--- src/hdl/scg_params.svh ---
// Constants for the system clock generation block.
`ifndef SCG_PARAMS_SVH
`define SCG_PARAMS_SVH

// Clock rate of clk_i in MHz and its period in ns.
`define SCG_CLK_MHZ        200
`define SCG_CLK_PERIOD_NS  5

// Structure of the divider chain.
`define SCG_SYS_DIV_WIDTH  8
`define SCG_CPU_DIV_WIDTH  5
`define SCG_PRE_WIDTH      13
`define SCG_CPU_SEL_MAX    3'h5

// Reset values of the applied configuration.
`define SCG_SYS_DIV_RST    8'h00
`define SCG_BASE_SEL_RST   1'h0
`define SCG_HS_SEL_RST     1'h0
`define SCG_LS_SEL_RST     1'h0

// Sub-clock pin configuration codes that let the sub-clock run.
`define SCG_SUBCLK_EXT     2'h1
`define SCG_SUBCLK_XTAL    2'h2

`endif

--- src/hdl/scg_pkg.sv ---
// Types shared by the system clock generation block.
package scg_pkg;

  typedef enum logic [1:0] {
    SCG_SW_RUN,
    SCG_SW_DRAIN,
    SCG_SW_ARM
  } scg_switch_state_type;

  typedef struct packed {
    logic base_path;
    logic high_speed;
    logic low_speed;
  } scg_src_sel_type;

endpackage : scg_pkg

--- src/hdl/scg_divider.sv ---
// Tick divider whose ratio is taken only at a period boundary.
`timescale 1ns/10ps
`default_nettype none

module scg_divider
  import scg_pkg::*;
#(
  parameter int WIDTH = 8
) (
  input  wire logic             clk_i,
  input  wire logic             nrst_i,
  input  wire logic             tick_i,
  input  wire logic [WIDTH-1:0] ratio_m1_i,
  output logic                  tick_o
);

  if (WIDTH < 1 || WIDTH > 16) begin : g_bad_width
    $error("scg_divider: WIDTH must lie between 1 and 16");
  end

  typedef struct packed {
    logic [WIDTH-1:0] count;
    logic [WIDTH-1:0] ratio;
    logic             tick;
  } scg_div_state_type;

  scg_div_state_type s_q;
  scg_div_state_type s_d;

  // A new ratio waits for the end of the running period, so no output
  // interval is ever cut short.
  always_comb begin
    s_d      = s_q;
    s_d.tick = 1'b0;
    if (tick_i) begin
      if (s_q.count == s_q.ratio) begin
        s_d.count = '0;
        s_d.tick  = 1'b1;
        s_d.ratio = ratio_m1_i;
      end else begin
        s_d.count = s_q.count + {{(WIDTH-1){1'b0}}, 1'b1};
      end
    end
  end

  always_ff @(posedge clk_i or negedge nrst_i) begin
    if (!nrst_i) begin
      s_q <= '0;
    end else begin
      s_q <= s_d;
    end
  end

  assign tick_o = s_q.tick;

endmodule : scg_divider

`default_nettype wire

--- src/hdl/scg_top.sv ---
// System clock generation: source selection, dividers and prescaler.
//
// Overview of operation
// - Slow oscillator enabled and chosen on the low path as base.
// - After reset the CPU runs from the slow oscillator, undivided.
// - System clock is base clock divided by setting plus one, 1 to 256.
// - CPU clock is system clock divided by 1, 2, 4, 8, 16 or 32.
// - Peripheral clocks divide system clock to 8192; may halt in wait.
// - Fast oscillator output runs while enabled, also during wait.
// - Slow oscillator output runs while not disabled, also during wait.
// - Sub-clock runs for pin codes 01b or 10b, also in wait and stop.
// - High path picks crystal or fast oscillator by its select bit.
// - Low path picks sub-clock or slow oscillator by its select bit.
// - Converter clock divides system clock and keeps running in wait.
// - A 13-bit prescaler on the system clock feeds peripheral clocks.
// - Prescaler counts only while its halt bit is 0.
// - Prescaler halts on wait entry when wait clock stop is 1.
// - Prescaler clears on stop exit and on wait exit with clock switch.
// - Software can neither read nor write the prescaler count.
// - High path select: 0 crystal, 1 fast oscillator.
// - Base select: 1 high path, 0 low path.
// - Low path select: 1 sub-clock, 0 slow oscillator.
//
// Every clock here is a one-cycle tick on clk_i, so one flip-flop domain
// carries the whole tree and no gated clock leaves the block.
`timescale 1ns/10ps
`default_nettype none

`include "scg_params.svh"

module scg_top
  import scg_pkg::*;
#(
  parameter int SYS_DIV_WIDTH = `SCG_SYS_DIV_WIDTH,
  parameter int PRE_WIDTH     = `SCG_PRE_WIDTH
) (
  input  wire logic                     clk_i,
  input  wire logic                     nrst_i,
  input  wire logic                     main_crystal_clock_i,
  input  wire logic                     sub_crystal_clock_i,
  input  wire logic                     fast_internal_clock_i,
  input  wire logic                     slow_internal_clock_i,
  input  wire logic                     fast_osc_enable_i,
  input  wire logic                     slow_osc_disable_i,
  input  wire logic [1:0]               subclock_pin_cfg_i,
  input  wire logic                     high_speed_source_select_i,
  input  wire logic                     low_speed_source_select_i,
  input  wire logic                     base_path_select_i,
  input  wire logic [SYS_DIV_WIDTH-1:0] system_divider_setting_i,
  input  wire logic [2:0]               cpu_divider_select_i,
  input  wire logic [1:0]               converter_divider_select_i,
  input  wire logic                     prescaler_halt_i,
  input  wire logic                     wait_clock_stop_i,
  input  wire logic                     wake_clock_switch_i,
  input  wire logic                     wait_mode_i,
  input  wire logic                     stop_mode_i,
  output logic                          fast_internal_clock_o,
  output logic                          slow_internal_clock_o,
  output logic                          subclock_source_o,
  output logic                          high_path_clock_o,
  output logic                          low_path_clock_o,
  output logic                          base_clock_o,
  output logic                          system_clock_o,
  output logic                          cpu_clock_o,
  output logic                          converter_clock_o,
  output logic [PRE_WIDTH:0]            periph_clock_o,
  output logic                          switch_busy_o
);

  if (SYS_DIV_WIDTH < 1 || SYS_DIV_WIDTH > 16) begin : g_bad_div
    $error("scg_top: SYS_DIV_WIDTH must lie between 1 and 16");
  end
  if (PRE_WIDTH < 1 || PRE_WIDTH > 16) begin : g_bad_pre
    $error("scg_top: PRE_WIDTH must lie between 1 and 16");
  end

  localparam int CPU_W = `SCG_CPU_DIV_WIDTH;

  typedef struct packed {
    scg_switch_state_type sw;
    scg_src_sel_type      cur;
    logic                 main_src;
    logic                 fast_src;
    logic                 slow_src;
    logic                 sub_src;
    logic                 high;
    logic                 low;
    logic                 base;
    logic                 sys;
    logic                 cpu;
    logic                 conv;
    logic [PRE_WIDTH:0]   periph;
    logic [PRE_WIDTH-1:0] pre;
    logic                 wait_prev;
    logic                 stop_prev;
    logic                 busy;
  } scg_top_state_type;

  scg_top_state_type s_q;
  scg_top_state_type s_d;

  logic sys_tick;
  logic cpu_tick;
  logic conv_tick;
  logic cpu_in;

  // Ratio minus one for a power-of-two code, clamped to the largest ratio.
  function automatic logic [CPU_W-1:0] pow2_m1(input logic [2:0] code);
    logic [2:0] c;
    c = (code > `SCG_CPU_SEL_MAX) ? `SCG_CPU_SEL_MAX : code;
    return CPU_W'((6'h01 << c) - 6'h01);
  endfunction : pow2_m1

  // True when the low k prescaler bits are all ones.
  function automatic logic tap_hit(input logic [PRE_WIDTH-1:0] cnt,
                                   input int k);
    logic [PRE_WIDTH-1:0] mask;
    mask = PRE_WIDTH'((32'h1 << k) - 32'h1);
    return ((cnt & mask) == mask);
  endfunction : tap_hit

  always_comb begin
    scg_src_sel_type req;
    logic high_sel;
    logic low_sel;
    logic sel_tick;
    logic pass;
    logic per_stop;
    logic run;
    logic init;
    s_d  = s_q;
    req  = '{base_path:  base_path_select_i,
             high_speed: high_speed_source_select_i,
             low_speed:  low_speed_source_select_i};
    pass = 1'b0;
    high_sel = 1'b0;
    low_sel  = 1'b0;
    sel_tick = 1'b0;
    per_stop = 1'b0;
    run      = 1'b0;
    init     = 1'b0;

    // Source outputs; the crystal alone is stopped in stop mode.
    s_d.fast_src = fast_internal_clock_i & fast_osc_enable_i;
    s_d.slow_src = slow_internal_clock_i & ~slow_osc_disable_i;
    s_d.sub_src  = sub_crystal_clock_i &
                   ((subclock_pin_cfg_i == `SCG_SUBCLK_EXT) |
                    (subclock_pin_cfg_i == `SCG_SUBCLK_XTAL));
    s_d.main_src = main_crystal_clock_i & ~stop_mode_i;

    // Path multiplexers work on the applied selection only.
    high_sel = s_q.cur.high_speed ? s_q.fast_src
                                  : s_q.main_src;
    low_sel  = s_q.cur.low_speed ? s_q.sub_src
                                 : s_q.slow_src;
    sel_tick = s_q.cur.base_path ? high_sel : low_sel;
    s_d.high = high_sel;
    s_d.low  = low_sel;

    // The old source finishes its period, then the first tick of the new
    // source is swallowed so the next interval is a whole new period.
    // A source that is already dead would stall the switch, which is why
    // the new source must be running and stable before it is chosen.
    unique case (s_q.sw)
      SCG_SW_RUN: begin
        pass = 1'b1;
        if (req != s_q.cur) begin
          s_d.sw = SCG_SW_DRAIN;
        end
      end
      SCG_SW_DRAIN: begin
        pass = 1'b1;
        if (sel_tick) begin
          s_d.cur = req;
          s_d.sw  = SCG_SW_ARM;
        end
      end
      SCG_SW_ARM: begin
        if (sel_tick) begin
          s_d.sw = SCG_SW_RUN;
        end
      end
      default: begin
        s_d.sw = SCG_SW_RUN;
      end
    endcase
    s_d.busy = (s_d.sw != SCG_SW_RUN);
    s_d.base = pass & sel_tick & ~stop_mode_i;

    // Registered copies of the divider ticks.
    s_d.sys  = sys_tick;
    s_d.cpu  = cpu_tick;
    s_d.conv = conv_tick;

    // Prescaler control and peripheral taps.
    per_stop = wait_mode_i & wait_clock_stop_i;
    run      = ~prescaler_halt_i & ~per_stop &
               ~stop_mode_i;
    init     = (s_q.stop_prev & ~stop_mode_i) |
               (s_q.wait_prev & ~wait_mode_i & wake_clock_switch_i);
    s_d.wait_prev = wait_mode_i;
    s_d.stop_prev = stop_mode_i;
    if (init) begin
      s_d.pre    = '0;
      s_d.periph = '0;
    end else begin
      s_d.periph[0] = sys_tick & ~per_stop & ~stop_mode_i;
      for (int k = 1; k <= PRE_WIDTH; k++) begin
        s_d.periph[k] = sys_tick & run & tap_hit(s_q.pre, k);
      end
      if (sys_tick & run) begin
        s_d.pre = s_q.pre + {{(PRE_WIDTH-1){1'b0}}, 1'b1};
      end
    end
  end

  // The CPU stands still in both wait and stop mode.
  assign cpu_in = sys_tick & ~wait_mode_i & ~stop_mode_i;

  scg_divider #(
    .WIDTH (SYS_DIV_WIDTH)
  ) u_sys_div (
    .clk_i      (clk_i),
    .nrst_i     (nrst_i),
    .tick_i     (s_q.base),
    .ratio_m1_i (system_divider_setting_i),
    .tick_o     (sys_tick)
  );

  scg_divider #(
    .WIDTH (CPU_W)
  ) u_cpu_div (
    .clk_i      (clk_i),
    .nrst_i     (nrst_i),
    .tick_i     (cpu_in),
    .ratio_m1_i (pow2_m1(cpu_divider_select_i)),
    .tick_o     (cpu_tick)
  );

  scg_divider #(
    .WIDTH (CPU_W)
  ) u_conv_div (
    .clk_i      (clk_i),
    .nrst_i     (nrst_i),
    .tick_i     (sys_tick),
    .ratio_m1_i (pow2_m1({1'b0, converter_divider_select_i})),
    .tick_o     (conv_tick)
  );

  // Reset applies the slow oscillator on the low path with no division.
  always_ff @(posedge clk_i or negedge nrst_i) begin
    if (!nrst_i) begin
      s_q                <= '0;
      s_q.sw             <= SCG_SW_RUN;
      s_q.cur.base_path  <= `SCG_BASE_SEL_RST;
      s_q.cur.high_speed <= `SCG_HS_SEL_RST;
      s_q.cur.low_speed  <= `SCG_LS_SEL_RST;
    end else begin
      s_q <= s_d;
    end
  end

  // The prescaler count has no port at all.
  assign fast_internal_clock_o = s_q.fast_src;
  assign slow_internal_clock_o = s_q.slow_src;
  assign subclock_source_o     = s_q.sub_src;
  assign high_path_clock_o     = s_q.high;
  assign low_path_clock_o      = s_q.low;
  assign base_clock_o          = s_q.base;
  assign system_clock_o        = s_q.sys;
  assign cpu_clock_o           = s_q.cpu;
  assign converter_clock_o     = s_q.conv;
  assign periph_clock_o        = s_q.periph;
  assign switch_busy_o         = s_q.busy;

endmodule : scg_top

`default_nettype wire

--- config.mk ---
export PLATFORM = sky130hd
export DESIGN_NAME = scg_top
export DESIGN_NICKNAME = d
export VERILOG_FILES = /design/src/hdl/scg_pkg.sv /design/src/hdl/scg_divider.sv /design/src/hdl/scg_top.sv
export VERILOG_INCLUDE_DIRS = /design/src /design/src/hdl
export SDC_FILE = /design/constraint.sdc
export NUM_CORES = 1
export LEC_CHECK = 0
export CAP_MARGIN = 25
export CORE_MARGIN = 1.5
export CORE_UTILIZATION = 30
export DETAILED_ROUTE_END_ITERATION = 7
export DONT_BUFFER_PORTS = 1
export GPL_TIMING_DRIVEN = 0
export SETUP_SLACK_MARGIN = 0.02
export SKIP_CTS_REPAIR_TIMING = 1
export SLEW_MARGIN = 20
export SYNTH_ARGS = -nofsm -noshare
export SYNTH_HDL_FRONTEND = slang
export SYNTH_SLANG_ARGS = --single-unit
--- constraint.sdc ---
create_clock -name clk_i -period 4.5 [get_ports clk_i]
set_input_delay 0.675 -clock clk_i [delete_from_list [all_inputs] [get_ports clk_i]]
set_output_delay 0.675 -clock clk_i [all_outputs]
set_load 0.005 [all_outputs]
[After elaboration in Yosys (flattened, before gate mapping)]
Cells that the tools add are included.
Cells by class
  bitwise logic cells: 37
  shift operators: 2
  muxes and demuxes: 21
  reduce and logical (&&, ||, !) cells: 8
  add/sub/neg operators: 6
  magnitude comparators: 2
  equal/unequal tests: 20
Operators by type and width (number)
  bitwise AND 1 bit: 30
  two-way mux 27 bit: 1
  two-way mux 5 bit: 3
  adder 13 x 1 -> 13 bit (second input constant): 1
  == test 13 bit (second input constant): 1
  two-way mux 13 bit: 1
  == test 12 bit (second input constant): 1
  == test 11 bit (second input constant): 1
  adder 5 x 1 -> 5 bit (second input constant): 2
  == test 10 bit (second input constant): 1
  == test 5 bit: 2
  two-way mux 1 bit: 10
  << shifter 1 x 3 -> 5 bit (first input constant): 2
  subtractor 5 x 1 -> 5 bit (second input constant): 2
  == test 9 bit (second input constant): 1
  adder 8 x 1 -> 8 bit (second input constant): 1
  == test 8 bit: 1
  == test 8 bit (second input constant): 1
  two-way mux 8 bit: 1
  AND reduction 2 bit: 4
  == test 7 bit (second input constant): 1
  == test 2 bit (second input constant): 3
  == test 6 bit (second input constant): 1
  two-way mux 3 bit: 2
  other kinds (14): 22
Word-level totals
  logic and storage cells: 124
  output and inout port bits: 24
  register bits after elaboration: 84

[Longest topological paths before layout]
Gate-level depths: netlist (run 1).
  word-level depth: 7
  depth in mapped cells: 8
  gate-level depth less buffers: 7

[Hierarchy]
A second synthesis (run 1) with hierarchy kept.
Unflattened totals
  cells, all modules: 344
  area total of the unflattened synthesis: 3980.1 um^2
Modules (own cells, without submodules)
  scg_top: area an instance 2055.7 um^2, instances 1, cells an instance 182
  scg_divider at u_conv_div ...: area an instance 529.3 um^2, instances 2, cells an instance 44
  scg_divider at u_sys_div: area an instance 865.8 um^2, instances 1, cells an instance 74

[Worst setup path after synthesis (run 1)]
No wires, ideal clock.
  path kind: in2reg
  start point: input stop_mode_i
  end point: register s_q[12] in the netlist's numbering
  path buffers: 1
  path slack: 2.389 ns
  data arrival time: 2.034 ns
  setup time: 0.077 ns
  stages on the path: 5
  path through: nand2b_4 -> or4_1 -> buf_2 -> or4_1 -> a21oi_1
Between the ends
  word-level cells in the longest chain between the ends: 4
Ends and longest elaborated chain
  from (decl): line scg_top.sv:56  | input wire logic stop_mode_i,
  NOT 1 bit (*): line scg_top.sv:198, scg_top.sv:199
  bitwise AND 1 bit, on equally long branches: line scg_top.sv:199, scg_top.sv:197
  OR 1 bit or bitwise AND 1 bit (tied branches): line scg_top.sv:199, scg_top.sv:211
  two-way mux 27 bit or nonzero test 2 bit (tied branches)
  to (decl): line scg_top.sv:99  | scg_top_state_type s_q;
Every way passes the cells marked *; elsewhere a longest branch is shown, timed or not.
A chain may end at the register's enable or synchronous reset.

[Worst setup path in the final report (run 1)]
  start point: register u_sys_div.s_q[12] in the netlist's numbering
  end point: register u_sys_div.s_q[4] in the netlist's numbering
Between the ends
  word-level cells in the longest chain between the ends: 2
Ends and longest elaborated chain
  from (decl): line scg_divider.sv:27  | scg_div_state_type s_q;
  from (signal assigned): line scg_divider.sv:48  | s_q <= '0;
  from (signal assigned): line scg_divider.sv:50  | s_q <= s_d;
  == test 8 bit: line scg_divider.sv:36  | if (s_q.count == s_q.ratio) begin
  AND reduction 2 bit (no source line)
No other way between the ends.

==> results of run 1 <==
-- cells in the final DEF, fill, tap and decap left out, types with 5 or more instances in the layout --
master,netlist,routed
mux2_2,20,20
nor3_1,10,10
buf_4,14,14
dfrtp_1,83,83
a21oi_1,15,15
nand4_1,5,5
and2_1,7,7
or2_2,5,5
nor2_1,16,16
and3_1,11,11
xor2_1,16,16
nand2_1,30,30
xnor2_1,12,12
inv_1,14,14
clkbuf_16,0,9
clkbuf_1,5,5
ha_1,9,9
nand3_1,11,11
o21ai_0,15,15
or3_1,8,8
-- cells in the mapped netlist --
library cell / count / share of area
or3b_2: 1 / 0.0023
buf_4: 14 / 0.028
mux2i_1: 4 / 0.011
and3b_1: 1 / 0.0023
nor3b_1: 4 / 0.0079
xor2_1: 16 / 0.037
a21oi_1: 15 / 0.020
a31oi_1: 2 / 0.0033
o22ai_1: 4 / 0.0066
a21o_1: 1 / 0.0020
and4_1: 1 / 0.0023
nor2_1: 16 / 0.016
nor4_1: 1 / 0.0016
nand4_1: 5 / 0.0082
nor3_1: 10 / 0.013
inv_1: 14 / 0.014
o21ai_0: 15 / 0.020
o41ai_1: 1 / 0.0023
nand2_1: 30 / 0.030
or2_2: 5 / 0.0082
buf_2: 4 / 0.0053
ha_1: 9 / 0.030
a22oi_1: 1 / 0.0020
and3_1: 11 / 0.018
and2b_1: 2 / 0.0039
clkbuf_1: 5 / 0.0049
mux2_2: 20 / 0.059
and2_1: 7 / 0.012
dfrtp_1: 83 / 0.55
o2bb2ai_1: 2 / 0.0046
or4_1: 4 / 0.0079
nor2b_1: 3 / 0.0049
nand3_1: 11 / 0.014
or3_1: 8 / 0.013
or3b_1: 1 / 0.0023
o31ai_1: 3 / 0.0059
nand2b_4: 1 / 0.0036
nand2b_1: 1 / 0.0016
xnor2_1: 12 / 0.028
-- report_power, final --
part,switching [mW],leakage [nW],internal (mW),total (mW)
Sequential,0.104,1.08,0.858,0.962
Clock,0.293,0.154,0.496,0.788
Combinational,0.152,0.792,0.180,0.331
Total,0.548,2.03,1.53,2.08
-- kinds of logic after synthesis --
group | synth area share
buf+inv | 0.0516
compound gates | 0.0661
fa+ha+maj | 0.0296
simple gates | 0.173
flops | 0.546
xor+xnor | 0.0644
mux | 0.0697
-- area by class of cell --
| class | instances | share of cell area |
|---|---|---|
| Buffer | 23 | 0.0332 |
| Clock inverter | 5 | 0.0179 |
| Clock buffer | 10 | 0.0552 |
| Sequential cell | 83 | 0.479 |
| Inverter | 14 | 0.0121 |
| Tap cell | 168 | 0.0485 |
| Multi-Input combinational cell | 228 | 0.354 |
-- worst paths after layout --
| path | startpoint | endpoint | slack [ps] | cells after the start |
|---|---|---|---|---|
| hold reg to reg | u_conv_div.tick_o | converter_clock_o | 350 | 0 |
| setup / recovery | u_sys_div.s_q[12] | u_sys_div.s_q[4] | 2350 | 5 |
| setup reg to reg | u_sys_div.s_q[12] | u_sys_div.s_q[4] | 2350 | 5 |
| max in group asynchronous | nrst_i | u_cpu_div.tick_o | 4370 | 0 |
| min in group clk_i | u_conv_div.tick_o | converter_clock_o | 350 | 0 |
| hold / removal | nrst_i | periph_clock_o[8] | 20 | 0 |
-- worst reg2reg max path, cell delays in order, from the launching register on --
cell and delay (ps):
dfrtp_1 440, xnor2_1 180, nand4_1 200, nor3_1 520, buf_2 340, mux2_2 360
-- metrics by stage --
step	utilization	cells	instance area [um^2]	setup WS [ps]
final	0.355	531	4330	2350
after global routing	0.355	531	4330	2210
after CTS	0.355	531	4330	2330
after detailed placement	0.329	516	4020	2290
after global placement	0.329	516	4020	2320
after floorplan	-	348	3810	2390
-- layer usage --
| metal | GRT usage | up-vias | wire length [um] |
|---|---|---|---|
| met5 | 0 | - | 0 |
| met4 | 0.0707 | 0 | 159 |
| met3 | 0.0340 | 11 | 327 |
| met2 | 0.181 | 39 | 3190 |
| met1 | 0.142 | 1202 | 3240 |
| li1 | - | 1203 | - |
-- state kept, by name, indices dropped and copies added (netlist names), 9 cells and up --
signal          cells
u_sys_div.s_q      16
periph_clock_o     14
u_cpu_div.s_q      10
u_conv_div.s_q      9
s_q                21
==> results by group, run 1 <==
Run status
  • Status: finished, final reports clean

Synth
  • Seq/Total Area, Yosys: 0.546
  • Gate Count Post-Synth: 348
  • Synthesized flop and latch total: 83
  • Yosys warns: 0
  • Synth cell types: 39
  • Netlist area before placement: around 3800 um^2
  • Post-synth net total: between 300 and 400
  • Syn Area/Cell: between 10 and 15 um^2

Setup path
  • Worst-path cell chain: xnor2_1, nand4_1, nor3_1, buf_2, mux2_2
  • Top Family by Delay on Critical Path: simple AND/OR/NAND/NOR gates
  • CP max stage cell: nor3_1
  • Startpoint types: flip-flop
  • Buf/Inv on CP: 1
  • Arrival time worst endpoint: about 2400 ps
  • CP Capture Type: flip-flop
  • Worst Path Required: between 4000 and 5000 ps
  • Setup CP Type: flip-flop to flip-flop
  • Slowest stage delay, CP: approximately 520 ps
  • CP max FO: 10

Clock network
  • CTS clk-pin slew, worst paths: around 60 ps
  • Num CTS Buffers: 9
  • CTS tree: yes
  • Clock Sinks: 83
  • Clk_lat worst skew: between 300 and 400 ps
  • H-tree levels: 3
  • Clock Tree Buf Depth: 2
  • CTS root buf: clkbuf_16

Cells and area
  • Nets@finish: around 400
  • Register area: a little over 2000 um^2
  • Diode count: 0
  • Area Growth Syn to Fin: 13.8%
  • Multi-input gate area: roughly 1500 um^2
  • Layout fillers: 1216
  • Share of cells above drive strength 1: 0.165

Floorplanning
  • Core area: ~12000 um^2
  • Initial Util: 0.312
  • Die Wd: about 120 um
  • IO Pins: 55
  • DIE HEIGHT: around 120 um
  • Die Area: about 13000 um^2
  • Row count: 40

Route
  • Via density: around 4.6
  • 1st-pass router iterations: 4
  • Residual DRC: 0
  • Routed len/inst: between 10 and 15 um
  • Final WL: roughly 7 mm
  • Antenna-violating nets left: 0
  • DR vias: approximately 2500
  • DR iter-0 viols: just under 90

Power and ir drop
  • PwrDens: about 480 nW/um^2
  • Pleak: 2.03 nW
  • Total power draw: around 2.1 mW
  • Max rail drop VDD: roughly 0.00015 V

Timing
  • Endpoints failing setup: 0
  • Slew @ Worst Pin: 590 ps
  • Hold_ws: ~22 ps
  • F_max: 464 MHz
  • Hold Fails Final Rpt: 0
  • Final Critical Period: about 2200 ps
  • RSZ-0062 raised after global routing: false
  • Relative slew slack: 0.604
  • Setup_tns: 0 ps
  • Final Cycle Share: 0.479
  • Clock skew: approximately 8 ps
  • Final Max Tran Viols: 0

Global routing
  • Largest net degree at the start of global routing: between 80 and 90
  • GRT Overall Usage: 0.116
  • Initial antenna violation count: 0
  • Global route total overflow: 0
  • Vias in the first global route: 2477
  • First-pass GRT wire length: 11.8 mm

Placement
  • HPWL Detailed: approximately 4.8 mm
  • # port buffers: 0
  • Final GP Congestion: between 0.8 and 0.9

Min path
  • Hold Crit Class: input port to asynchronous set/reset pin

Run
  • Max-cap viol count: 0
(Power assumes the default switching activity.)
==> run 2: changes to the inputs <==
--- a/config.mk
+++ b/config.mk
@@ -6,6 +6,7 @@
 export SDC_FILE = /design/constraint.sdc
 export NUM_CORES = 1
 export LEC_CHECK = 0
+export ABC_AREA = 1
 export CAP_MARGIN = 25
 export CORE_MARGIN = 1.5
 export CORE_UTILIZATION = 30
==> constraint.sdc (replaced) <==
create_clock -name clk_i -period 1.8 [get_ports clk_i]
set_input_delay 0.27 -clock clk_i [delete_from_list [all_inputs] [get_ports clk_i]]
set_output_delay 0.27 -clock clk_i [all_outputs]
set_load 0.005 [all_outputs]
==> run 2 against run 1 <==
Synthesized cell count is 52% higher. Critical path type unchanged. Die area is 10% higher. Sequential cell count stayed put. Wire length is 22% higher. Setup slack worse by 2100 ps. Critical path depth is 3 higher. Combinational power is 73% higher. The run now ends with negative hold slack left. Register-to-register slack worse by 2100 ps. Non-clock buffer count stayed put. Global-route usage is 1.1 points higher. Critical endpoint is now s_q[11]. Clock skew is 3.0 ps lower. Power is 120% higher.
==> results by group, run 2 <==
Run status
  • Status: finished, violations left
  • Failing checks: negative hold slack

Global routing
  • Largest net degree at the start of global routing: 84 (unchanged)
  • GRT Overall Usage: 0.127 (+0.0111)
  • Initial antenna violation count: 0 (unchanged)
  • Vias in the first global route: 3205 (+29%)
  • First-pass GRT wire length: 14.6 mm (+23%)
  • Global route total overflow: 0 (unchanged)

Synth
  • Seq/Total Area, Yosys: 0.494 (-0.0512)
  • Primary FF master, synth: dfrtp_1
  • Synth area leader: dfrtp_1
  • Yosys warns: 0 (unchanged)
  • Post-synth net total: 570 (+47%)
  • Fraction of registers with async set/reset: 1.00 (unchanged)
  • Number of enable flip-flop cells after synthesis: 0 (unchanged)
  • Syn Area/Cell: 7.93 um^2 (-28%)
  • Post-synth top cells: nand2_1 (175), dfrtp_1 (83), inv_1 (68)
  • Synth top area cells: dfrtp_1 (49%), nand2_1 (16%), inv_1 (6.1%)
  • Netlist area before placement: 4200 um^2 (+10%)
  • Synth cell types: 32 (-18%)
  • Synthesized flop and latch total: 83 (unchanged)
  • Most common cell in the synthesized netlist: nand2_1
  • Synth top area share: 0.494 (-0.0512)
  • Gate Count Post-Synth: 530 (+52%)

Timing
  • RSZ-0062 raised after global routing: false
  • Slew @ Worst Pin: 375 ps (-215 ps)
  • Hold Fails Final Rpt: 83 (+83)
  • Clock skew: 5.28 ps (-2.95 ps)
  • F_max: 633 MHz (+36%)
  • Final Critical Period: 1580 ps (-574 ps)
  • Setup ws final: 219 ps (-2130 ps)
  • Final Max Tran Viols: 0 (unchanged)
  • Final Cycle Share: 0.878 (+0.399)
  • Relative slew slack: 0.748 (+0.145)
  • Endpoints failing setup: 0 (unchanged)
  • Setup_tns: 0 ps (unchanged)
  • Hold_ws: -379 ps (-401 ps)

Cells and area
  • Share of cells above drive strength 1: 0.102 (-0.0635)
  • Diode count: 0 (unchanged)
  • Most common cell after layout, fill and taps aside: nand2_1
  • Nets@finish: 585 (+47%)
  • Area Growth Syn to Fin: 13.6%
  • Most frequent cells in the layout: nand2_1 (175), dfrtp_1 (83), inv_1 (68)
  • Top reg by flops: s_q
  • Max FFs per register: 21 (unchanged)

Route
  • Final WL: 8.45 mm (+22%)
  • Antenna-violating nets left: 0 (unchanged)
  • Residual DRC: 0 (unchanged)
  • 1st-pass router iterations: 4 (unchanged)
  • Routed len/inst: 11.6 um (-11%)
  • DR iter-0 viols: 203 (+130%)
  • Via density: 4.43 (-4.1%)
  • DR vias: 3235 (+32%)

Run
  • Max-cap viol count: 0 (unchanged)

Floorplanning
  • Die Wd: 121 um (+4.9%)
  • Core area: 13800 um^2 (+13%)
  • Row count: 43 (+7.5%)
  • DIE HEIGHT: 121 um (+4.9%)
  • IO Pins: 55 (unchanged)
  • Initial Util: 0.305 (-0.00672)
  • Die Area: 14700 um^2 (+10%)

Placement
  • HPWL Detailed: 6.05 mm (+25%)
  • # port buffers: 0 (unchanged)
  • Pre-CTS WS: 230 ps (-2060 ps)
  • Final GP Congestion: 0.812 (+0.88%)

Setup path
  • Worst reg2reg startpoint: s_q[3]
  • Worst Setup SP: s_q[3]
  • CP max FO: 4 (-6)
  • Startpoint types: flip-flop
  • Arrival time worst endpoint: 1810 ps (-570 ps)
  • CP Capture Type: flip-flop
  • Worst Path Required: 2030 ps (-2700 ps)
  • Setup CP Type: flip-flop to flip-flop

Power and ir drop
  • Max rail drop VDD: 0.000471 V (+220%)
  • Sw Pwr: 1.25 mW (+130%)
  • Register share of total power: 0.469 (+0.007)
  • Pleak: 2.55 nW (+26%)
  • Switching share of power: 0.269 (+0.00576)
  • Internal power: 3.38 mW (+120%)
  • Comb power frac: 0.123 (-0.036)
  • PwrDens: 970 nW/um^2 (+100%)
  • Clock power frac: 0.408 (+0.029)

Clock network
  • Clock Tree Buf Depth: 2 (unchanged)
  • CTS tree: yes
  • Clk_lat worst skew: 340 ps (about the same)
  • Num CTS Buffers: 9 (unchanged)
  • Clock Sinks: 83 (unchanged)
  • CTS clk-pin slew, worst paths: 60 ps (about the same)
  • H-tree levels: 3 (unchanged)
  • CTS root buf: clkbuf_16

Min path
  • Hold Crit Class: input port to asynchronous set/reset pin
run 2: changes by cell type in the layout (fill, tap and decap cells not counted), moves of 9 or more:
| cell | change |
|---|---|
| nand2_1 | +145 |
| inv_1 | +54 |
| nor2_1 | +43 |
| nand3_1 | +21 |
| mux2_2 | -20 |
| nand4_1 | +13 |
| and3_1 | -10 |
| xor2_1 | -9 |
run 2: power by group through the flow:
stage / clock (mW) / sequential, mW / combinational (mW)
after detailed placement: 0 / 2.20 / 0.567
after global placement: 0 / 2.19 / 0.552
after global routing: 2.04 / 2.20 / 0.677
after floorplan: 0 / 2.17 / 0.471
final: 1.89 / 2.17 / 0.571
after CTS: 1.96 / 2.17 / 0.570
run 2: metrics by stage:
step | instance area (um^2) | cells | total power [mW] | util
2_1_floorplan | 4200 | 530 | 2.64 | -
3_3_place_gp | 4430 | 710 | 2.75 | 0.321
3_5_place_dp | 4430 | 710 | 2.77 | 0.321
6_report | 4770 | 730 | 4.63 | 0.346
5_1_grt | 4770 | 730 | 4.92 | 0.346
4_1_cts | 4730 | 726 | 4.70 | 0.344
run 2: path summary, 6_finish.rpt:
check / cells past startpoint / slack (ps) / endpoint
max in group asynchronous: 0 / 2030 / u_cpu_div.s_q[1]
setup reg to reg: 8 / 220 / s_q[11]
hold reg to reg: 0 / 350 / cpu_clock_o
min in group clk_i: 1 / 20 / subclock_source_o
hold / removal: 0 / -380 / subclock_source_o
setup / recovery: 8 / 220 / s_q[11]
run 2: layout make-up:
type | instances | area, um^2
plain buffers | 19 | 133
clock inverters | 3 | 46.3
fillers | 1452 | 9000
multi-input cells | 354 | 1710
clock buffers | 13 | 260
inverters | 74 | 278
repair buffers | 4 | 40.0
well taps | 180 | 225
flip-flops and latches | 83 | 2080
run 2: routing by layer:
layer / wire length (um) / track usage / vias up
met5: 0 / 0 / -
met4: 161 / 0.0596 / 0
met3: 562 / 0.0371 / 12
met2: 4000 / 0.208 / 64
met1: 3720 / 0.153 / 1492
li1: - / - / 1667
run 2: critical path, stage by stage (launching register included):
cell     delay, ps
dfrtp_1        410
ha_1           250
nand3_1        150
inv_1           80
nand2_1        130
nor2_1          60
ha_1           270
nand3_1         80
nand2_1         50
run 2: kinds of logic (layout without fill, tap and decap cells):
group                    Yosys count  in the layout  synth area share
AND/OR/NAND/NOR                  308            308             0.322
adder cells (fa/ha/maj)            9              9            0.0268
buffers and inverters             93            113            0.0977
XOR/XNOR                          13             13            0.0271
AO/OA/AOI/OAI                     24             24            0.0322
flip-flops                        83             83             0.494
